[src/rtl/ssel_defines.svh]
`ifndef SSEL_DEFINES_SVH
`define SSEL_DEFINES_SVH

// ----------------------------------------------------------------------
// register map
// ----------------------------------------------------------------------
`define SSEL_ADDR_W        12
`define SSEL_OFF_INPUT_SEL 12'h040
`define SSEL_OFF_STEP_CTL  12'h044
`define SSEL_OFF_STATUS    12'h048

// ----------------------------------------------------------------------
// field layout and reset values
// ----------------------------------------------------------------------
`define SSEL_STEPS         8
`define SSEL_SEL_W         3
`define SSEL_FIELD_STRIDE  4
`define SSEL_SEL_RESET     32'h0000_0000
`define SSEL_SEL_WMASK     32'h7777_7777
`define SSEL_CTL_RESET     16'h0000
`define SSEL_CTL_END_LSB   0
`define SSEL_CTL_TS_LSB    8
`define SSEL_STAT_BUSY_BIT 0
`define SSEL_STAT_STEP_LSB 4
`define SSEL_LAST_STEP     3'h7

`endif

[src/rtl/ssel_pkg.sv]
`default_nettype none

package ssel_pkg;

    typedef logic [11:0] ssel_addr_t;
    typedef logic [31:0] ssel_word_t;
    typedef logic [2:0]  ssel_sel_t;
    typedef logic [2:0]  ssel_step_t;
    typedef logic [7:0]  ssel_flags_t;

    typedef enum logic [1:0] {
        SSEL_IDLE,
        SSEL_REQ,
        SSEL_WAIT
    } ssel_state_e;

endpackage : ssel_pkg

`default_nettype wire

[src/rtl/ssel_step_if.sv]
`default_nettype none

interface ssel_step_if;
    import ssel_pkg::*;

    ssel_word_t  sel_word;
    ssel_flags_t end_flags;
    ssel_flags_t ts_flags;
    ssel_step_t  step;
    ssel_sel_t   ain_sel;
    logic        ts_pick;
    logic        is_end;

    modport seq (
        output sel_word,
        output end_flags,
        output ts_flags,
        output step,
        input  ain_sel,
        input  ts_pick,
        input  is_end
    );

    modport mux (
        input  sel_word,
        input  end_flags,
        input  ts_flags,
        input  step,
        output ain_sel,
        output ts_pick,
        output is_end
    );

endinterface : ssel_step_if

`default_nettype wire

[src/rtl/ssel_step_mux.sv]
`include "ssel_defines.svh"
`default_nettype none

module ssel_step_mux (
    // step lookup
    ssel_step_if.mux lk
);
    import ssel_pkg::*;

    ssel_sel_t field [`SSEL_STEPS];

    // ------------------------------------------------------------------
    // per-step selector fields, one nibble each, top bit left reserved
    // ------------------------------------------------------------------
    genvar g;
    generate
        for (g = 0; g < `SSEL_STEPS; g++) begin : g_field
            assign field[g] = lk.sel_word[g*`SSEL_FIELD_STRIDE +: `SSEL_SEL_W];
        end
    endgenerate

    // the selector binary value goes to the analog mux unchanged
    assign lk.ain_sel = field[lk.step];
    assign lk.ts_pick = lk.ts_flags[lk.step];
    assign lk.is_end  = lk.end_flags[lk.step];

endmodule : ssel_step_mux

`default_nettype wire

[src/rtl/ssel_top.sv]
// Operation
// - Step one converts the input chosen by bits 2:0, a read/write field that resets to zero.
// - Step two converts the input chosen by the read/write field at bits 6:4.
// - Step three converts the input chosen by the read/write field at bits 10:8.
// - Step four converts the input chosen by the read/write field at bits 14:12.
// - Step five converts the input chosen by the read/write field at bits 18:16.
// - Each step drives the analog input mux with its selector's binary value.
// - Bits 31, 27, 23, 19, 15, 11, 7 and 3 read as zero and ignore writes.
// - The input select register holds selectors for eight sample steps.
// - No step after the one flagged as end of sequence is requested for conversion.
// - A step with its temperature pick set samples the internal sensor, not its pin.
//
// The implementer's own choices: strobed register access and the placing of the registers.
`include "ssel_defines.svh"
`default_nettype none

module ssel_top (
    // clock and reset
    input  wire logic               CLK_I,
    input  wire logic               SRST_I,
    // register port
    input  wire ssel_pkg::ssel_addr_t ADDR_I,
    input  wire ssel_pkg::ssel_word_t WDATA_I,
    input  wire logic               WR_I,
    input  wire logic               RD_I,
    output var  ssel_pkg::ssel_word_t RDATA_O,
    // sequence control
    input  wire logic               SEQ_START_I,
    input  wire logic               CONV_DONE_I,
    output var  logic               CONV_REQ_O,
    output var  ssel_pkg::ssel_sel_t AIN_SEL_O,
    output var  logic               TEMP_SEL_O,
    output var  ssel_pkg::ssel_step_t STEP_O,
    output var  logic               BUSY_O,
    output var  logic               SEQ_DONE_O
);
    import ssel_pkg::*;

    // ------------------------------------------------------------------
    // registers
    // ------------------------------------------------------------------
    ssel_word_t  sel_q;
    ssel_word_t  sel_d;
    logic [15:0] ctl_q;
    logic [15:0] ctl_d;
    ssel_word_t  rdata_q;
    ssel_word_t  rdata_d;
    ssel_state_e state_q;
    ssel_state_e state_d;
    ssel_step_t  step_q;
    ssel_step_t  step_d;
    logic        req_q;
    ssel_sel_t   ain_q;
    logic        ts_q;
    logic        done_q;
    logic        busy_q;

    ssel_step_if lk ();

    // ------------------------------------------------------------------
    // register decode
    // ------------------------------------------------------------------
    wire logic       hit_sel  = (ADDR_I == `SSEL_OFF_INPUT_SEL);
    wire logic       hit_ctl  = (ADDR_I == `SSEL_OFF_STEP_CTL);
    wire logic       hit_stat = (ADDR_I == `SSEL_OFF_STATUS);
    wire logic       wr_sel   = WR_I && hit_sel;
    wire logic       wr_ctl   = WR_I && hit_ctl;
    // taken from the next state so the registered pin tracks the state flops
    wire logic       busy_d   = (state_d != SSEL_IDLE);

    // ------------------------------------------------------------------
    // register write
    // ------------------------------------------------------------------
    // reserved bits are never stored, so they read back zero
    wire ssel_word_t sel_wval = WDATA_I & `SSEL_SEL_WMASK;

    assign sel_d   = wr_sel ? sel_wval : sel_q;
    // the upper half of the control word has no storage and reads zero
    assign ctl_d   = wr_ctl ? WDATA_I[15:0] : ctl_q;

    // ------------------------------------------------------------------
    // read back
    // ------------------------------------------------------------------
    wire ssel_word_t stat_val = {24'h00_0000, 1'b0, step_q, 3'h0, busy_q};
    wire ssel_word_t rd_mux   = hit_sel  ? sel_q :
                                hit_ctl  ? {16'h0000, ctl_q} :
                                hit_stat ? stat_val : 32'h0000_0000;

    // read data stand for exactly the cycle after the strobe
    assign rdata_d = RD_I ? rd_mux : 32'h0000_0000;

    // ------------------------------------------------------------------
    // step lookup
    // ------------------------------------------------------------------
    assign lk.sel_word  = sel_q;
    assign lk.end_flags = ctl_q[`SSEL_CTL_END_LSB +: `SSEL_STEPS];
    assign lk.ts_flags  = ctl_q[`SSEL_CTL_TS_LSB +: `SSEL_STEPS];
    assign lk.step      = step_q;

    ssel_step_mux u_mux (
        .lk (lk.mux)
    );

    // ------------------------------------------------------------------
    // sequencer
    // ------------------------------------------------------------------
    // a sequence with no end flag stops after the eighth step rather
    // than wrapping, so a forgotten flag cannot run forever
    wire logic last_step = lk.is_end || (step_q == `SSEL_LAST_STEP);
    wire logic step_over = (state_q == SSEL_WAIT) && CONV_DONE_I;
    wire logic seq_end   = step_over && last_step;
    wire logic enter_req = (state_q == SSEL_REQ);

    always_comb begin
        state_d = state_q;
        step_d  = step_q;
        case (state_q)
            SSEL_IDLE: begin
                if (SEQ_START_I) begin
                    state_d = SSEL_REQ;
                    step_d  = 3'h0;
                end
            end
            SSEL_REQ: begin
                // one cycle to look up the selection, latched on the same edge that the request rises
                state_d = SSEL_WAIT;
            end
            SSEL_WAIT: begin
                if (seq_end) begin
                    state_d = SSEL_IDLE;
                end else if (step_over) begin
                    state_d = SSEL_REQ;
                    step_d  = step_q + 3'h1;
                end
            end
            default: begin
                state_d = SSEL_IDLE;
            end
        endcase
    end

    // ------------------------------------------------------------------
    // flops
    // ------------------------------------------------------------------
    // reserved bits stay low through the write mask, not through reset alone
    always_ff @(posedge CLK_I) begin
        if (SRST_I) begin
            sel_q <= `SSEL_SEL_RESET;
        end else begin
            sel_q <= sel_d;
        end
    end

    always_ff @(posedge CLK_I) begin
        if (SRST_I) begin
            ctl_q <= `SSEL_CTL_RESET;
        end else begin
            ctl_q <= ctl_d;
        end
    end

    always_ff @(posedge CLK_I) begin
        if (SRST_I) begin
            rdata_q <= 32'h0000_0000;
        end else begin
            rdata_q <= rdata_d;
        end
    end

    always_ff @(posedge CLK_I) begin
        if (SRST_I) begin
            state_q <= SSEL_IDLE;
            step_q  <= 3'h0;
        end else begin
            state_q <= state_d;
            step_q  <= step_d;
        end
    end

    // busy and done are registered so the pins carry no decode glitches
    // and line up with the state flops
    always_ff @(posedge CLK_I) begin
        if (SRST_I) begin
            busy_q <= 1'b0;
            done_q <= 1'b0;
        end else begin
            busy_q <= busy_d;
            done_q <= seq_end;
        end
    end

    always_ff @(posedge CLK_I) begin
        if (SRST_I) begin
            req_q <= 1'b0;
        end else begin
            req_q <= enter_req;
        end
    end

    // selection is latched with the request so a later register write
    // cannot disturb a conversion already under way
    always_ff @(posedge CLK_I) begin
        if (SRST_I) begin
            ain_q <= 3'h0;
            ts_q  <= 1'b0;
        end else if (enter_req) begin
            ain_q <= lk.ain_sel;
            ts_q  <= lk.ts_pick;
        end
    end

    // ------------------------------------------------------------------
    // outputs
    // ------------------------------------------------------------------
    assign RDATA_O    = rdata_q;
    assign CONV_REQ_O = req_q;
    assign AIN_SEL_O  = ain_q;
    assign TEMP_SEL_O = ts_q;
    assign STEP_O     = step_q;
    assign BUSY_O     = busy_q;
    assign SEQ_DONE_O = done_q;

endmodule : ssel_top

`default_nettype wire

[config.mk]
export PLATFORM = sky130hd
export DESIGN_NAME = ssel_top
export DESIGN_NICKNAME = d
export VERILOG_FILES = /design/src/rtl/ssel_pkg.sv /design/src/rtl/ssel_step_if.sv /design/src/rtl/ssel_step_mux.sv /design/src/rtl/ssel_top.sv
export VERILOG_INCLUDE_DIRS = /design/src /design/src/rtl
export SDC_FILE = /design/constraint.sdc
export NUM_CORES = 1
export LEC_CHECK = 0
export ABC_AREA = 1
export BUFFER_PORTS_ARGS = -buffer_cell sky130_fd_sc_hd__buf_4
export CORE_MARGIN = 2
export CORE_UTILIZATION = 40
export DETAILED_ROUTE_END_ITERATION = 6
export GPL_TIMING_DRIVEN = 1
export HOLD_SLACK_MARGIN = 0.08
export MAX_ROUTING_LAYER = met4
export SLEW_MARGIN = 15
export SYNTH_ARGS = -nofsm -noshare
export SYNTH_HDL_FRONTEND = slang
export SYNTH_SLANG_ARGS = --single-unit
[constraint.sdc]
create_clock -name CLK_I -period 1.47 [get_ports CLK_I]
set_input_delay 0.0735 -clock CLK_I [delete_from_list [all_inputs] [get_ports CLK_I]]
set_output_delay 0.0735 -clock CLK_I [all_outputs]
set_load 0.1 [all_outputs]
==> results.cfg <==
[status]
status = finished clean

[final_layout]
multiInputGateArea_um2 = 1330
drive_gt1_frac = 0.256
area_growth_pct = 40.1
seqCellArea_um2 = 1610
final_util = 0.584
postLayoutCellArea_um2 = 4560
diodes = 0
nets = 590
fill_cells = 745

[power_and_ir_drop]
cellPowerDensity_nw_per_um2 = 983
p_leak_nw = 1.95
power_mw = 4.48
peakVddDrop_uv = 520

[floorplan]
dieArea_um2 = 8870
core_um2 = 7810
num_rows = 32
die_h_um = 94.2
ioPinCount = 92
start_util = 0.417
fp.dieW_um = 94.2

[global_route]
grt_pass1_wl_um = 13700
grt_pass1_vias = 2949
grt_start_max_net_pins = 49
grt_use_total = 0.204
overflow = 0
antenna_found_initial = 0

[yosys]
ys_ff_latch = 80
syn_inst = 417
syn-mean-instance-area_um2 = 7.80
yosysUniqueCellTypes = 31
synth_area_um2 = 3250
synth-warning-count = 0
yosysSeqAreaShare = 0.492

[worst_setup_path]
crit_buf_inv = 1
end_kind = flip-flop
required_ns = 1.71
critPathTopFamily = flip-flops
path_max_fanout = 9
crit_arrival_ns = 1.63
crit_type = reg -> reg
critical-path-max-stage-delay_ns = 0.40
slowest_stage = dfxtp_4
startpoint_type = flip-flop
cp_cell_sequence = ha_1, ha_1, inv_1, nand4_4, nand2_2, nand2_1, nand2_1, nor2_1

[cts]
clkSinkCount = 80
cts_root_buf = clkbuf_8
cts_inserted_buffers = 9
cts.htree.levels = 3
clk_latency_ns = 0.35
clk_pin_slew_ns = 0.09
clockBufferDepth = 2
cts_tree = done

[detailed_routing]
drc = 0
vias_per_cell = 4.85
vias = 3128
dr.pass1.iters = 4
wl_um = 8470
wire_per_inst_um = 13.1
ant_nets = 0
drt_iter0_markers = 131

[hold_path]
hold_path.class = in -> reg

[place]
hpwl_um = 5800
place_congestion = 0.818
io_buffers = 83
placed_area_um2 = 4030

[sta]
setup_viol = 0
post-route-min-period_ns = 1.39
rsz0062_at_grt = true
final-max-slew-violation-count = 0
period_share = 0.946
hold_viol_final = 0
max_freq_mhz = 719
skew_ns = 0.0105

[run]
drv_cap = 0
through the flow:
| stage | setup WS [ns] | TNS [ns] | hold WS [ns] | instances |
|---|---|---|---|---|
| final | 0.0792 | 0 | 0.164 | 645 |
| after detailed placement | 0.0630 | 0 | 0.274 | 597 |
| after global placement | 0.0888 | 0 | 0.273 | 597 |
| after floorplan | -0.0227 | -0.0227 | 0.143 | 420 |
| after CTS | 0.0448 | 0 | 0.139 | 644 |
| after global routing | -0.0310 | -0.0778 | 0.188 | 645 |
cell usage in the layout (no fill, tap or decap), drive strengths merged, types with 5 or more instances in the layout:
cell and count:
buf 101, dfxtp 80, o21ai 74, nor2 59
inv 49, a21oi 47, nand2 37, dlygate4sd3 31
nand3 26, clkbuf 10, nor3 7, nand4 5
report_power, final:
group          internal (mW)  switching (mW)
clock                  0.679           0.854
sequential              2.19          0.0348
combinational          0.279           0.444
total                   3.15            1.33
flip-flops by register name, summed over array words and instances (netlist names):
register / cells
lk.sel_word: 24
CONV_REQ_O: 1
STEP_O: 3
state_q: 2
SEQ_DONE_O: 1
BUSY_O: 1
TEMP_SEL_O: 1
RDATA_O: 28
ctl_q: 16
AIN_SEL_O: 3
cell type report:
type / instances / share of cell area
Inverter: 47 / 0.0401
Timing Repair inverter: 1 / 0.00165
Timing Repair Buffer: 132 / 0.243
Multi-Input combinational cell: 267 / 0.293
Clock buffer: 10 / 0.0302
Sequential cell: 80 / 0.354
Tap cell: 102 / 0.0280
Clock inverter: 6 / 0.0104
logic make-up (layout without fill, tap and decap cells):
logic type	Yosys count	in the layout	share of synthesized area
compound gates	125	125	0.203
fa+ha+maj	2	2	0.00769
buf+inv	73	196	0.106
flops	80	80	0.492
other cells	1	4	0.00115
simple gates	136	136	0.190
Yosys cell counts (all sizes together):
| library cell | count | area (µm²) |
|---|---|---|
| or2 | 1 | 8.76 |
| o22ai | 2 | 12.5 |
| nor3 | 7 | 51.3 |
| nand3b | 1 | 7.51 |
| clkbuf | 9 | 35.0 |
| conb | 1 | 3.75 |
| a21oi | 47 | 239 |
| nor2 | 59 | 236 |
| o21ai | 74 | 397 |
| a31oi | 1 | 6.26 |
| nand3 | 26 | 130 |
| ha | 2 | 25.0 |
| inv | 46 | 173 |
| buf | 17 | 133 |
| dfxtp | 80 | 1600 |
| nand2 | 37 | 146 |
| clkinv | 1 | 3.75 |
| nand4 | 5 | 37.5 |
| a21boi | 1 | 7.51 |
tightest hold or removal path, stage by stage:
cell and delay [ns]:
buf_4 0.10, nor3_1 0.05, nand3_1 0.05, nand2_1 0.05, nand2_1 0.05, o21ai_0 0.08
layer usage:
layer  vias to the layer above  part of all wire  global-route usage
met5                         -                 0                   -
li1                       1605                 -                   -
met3                        11             0.059              0.0369
met1                      1425              0.44               0.256
met4                         0             0.013              0.0652
met2                        87              0.49               0.334
final timing paths:
check	from	end	slack, ns	cells after the start
worst max-delay path	STEP_O[0]	STEP_O[1]	0.08	8
worst min-delay path	ADDR_I[2]	RDATA_O[5]	0.16	6
worst max register to register	STEP_O[0]	STEP_O[1]	0.08	8
worst min register to register	lk.sel_word[28]	RDATA_O[28]	0.44	2
timing repair:
item	CTS	global route
hold buffers	31	0
hold endpoints to repair	45	0
setup buffers	0	0
endpoints found under the setup margin	0	15
gates resized for setup	0	8
(Power assumes the default switching activity.)
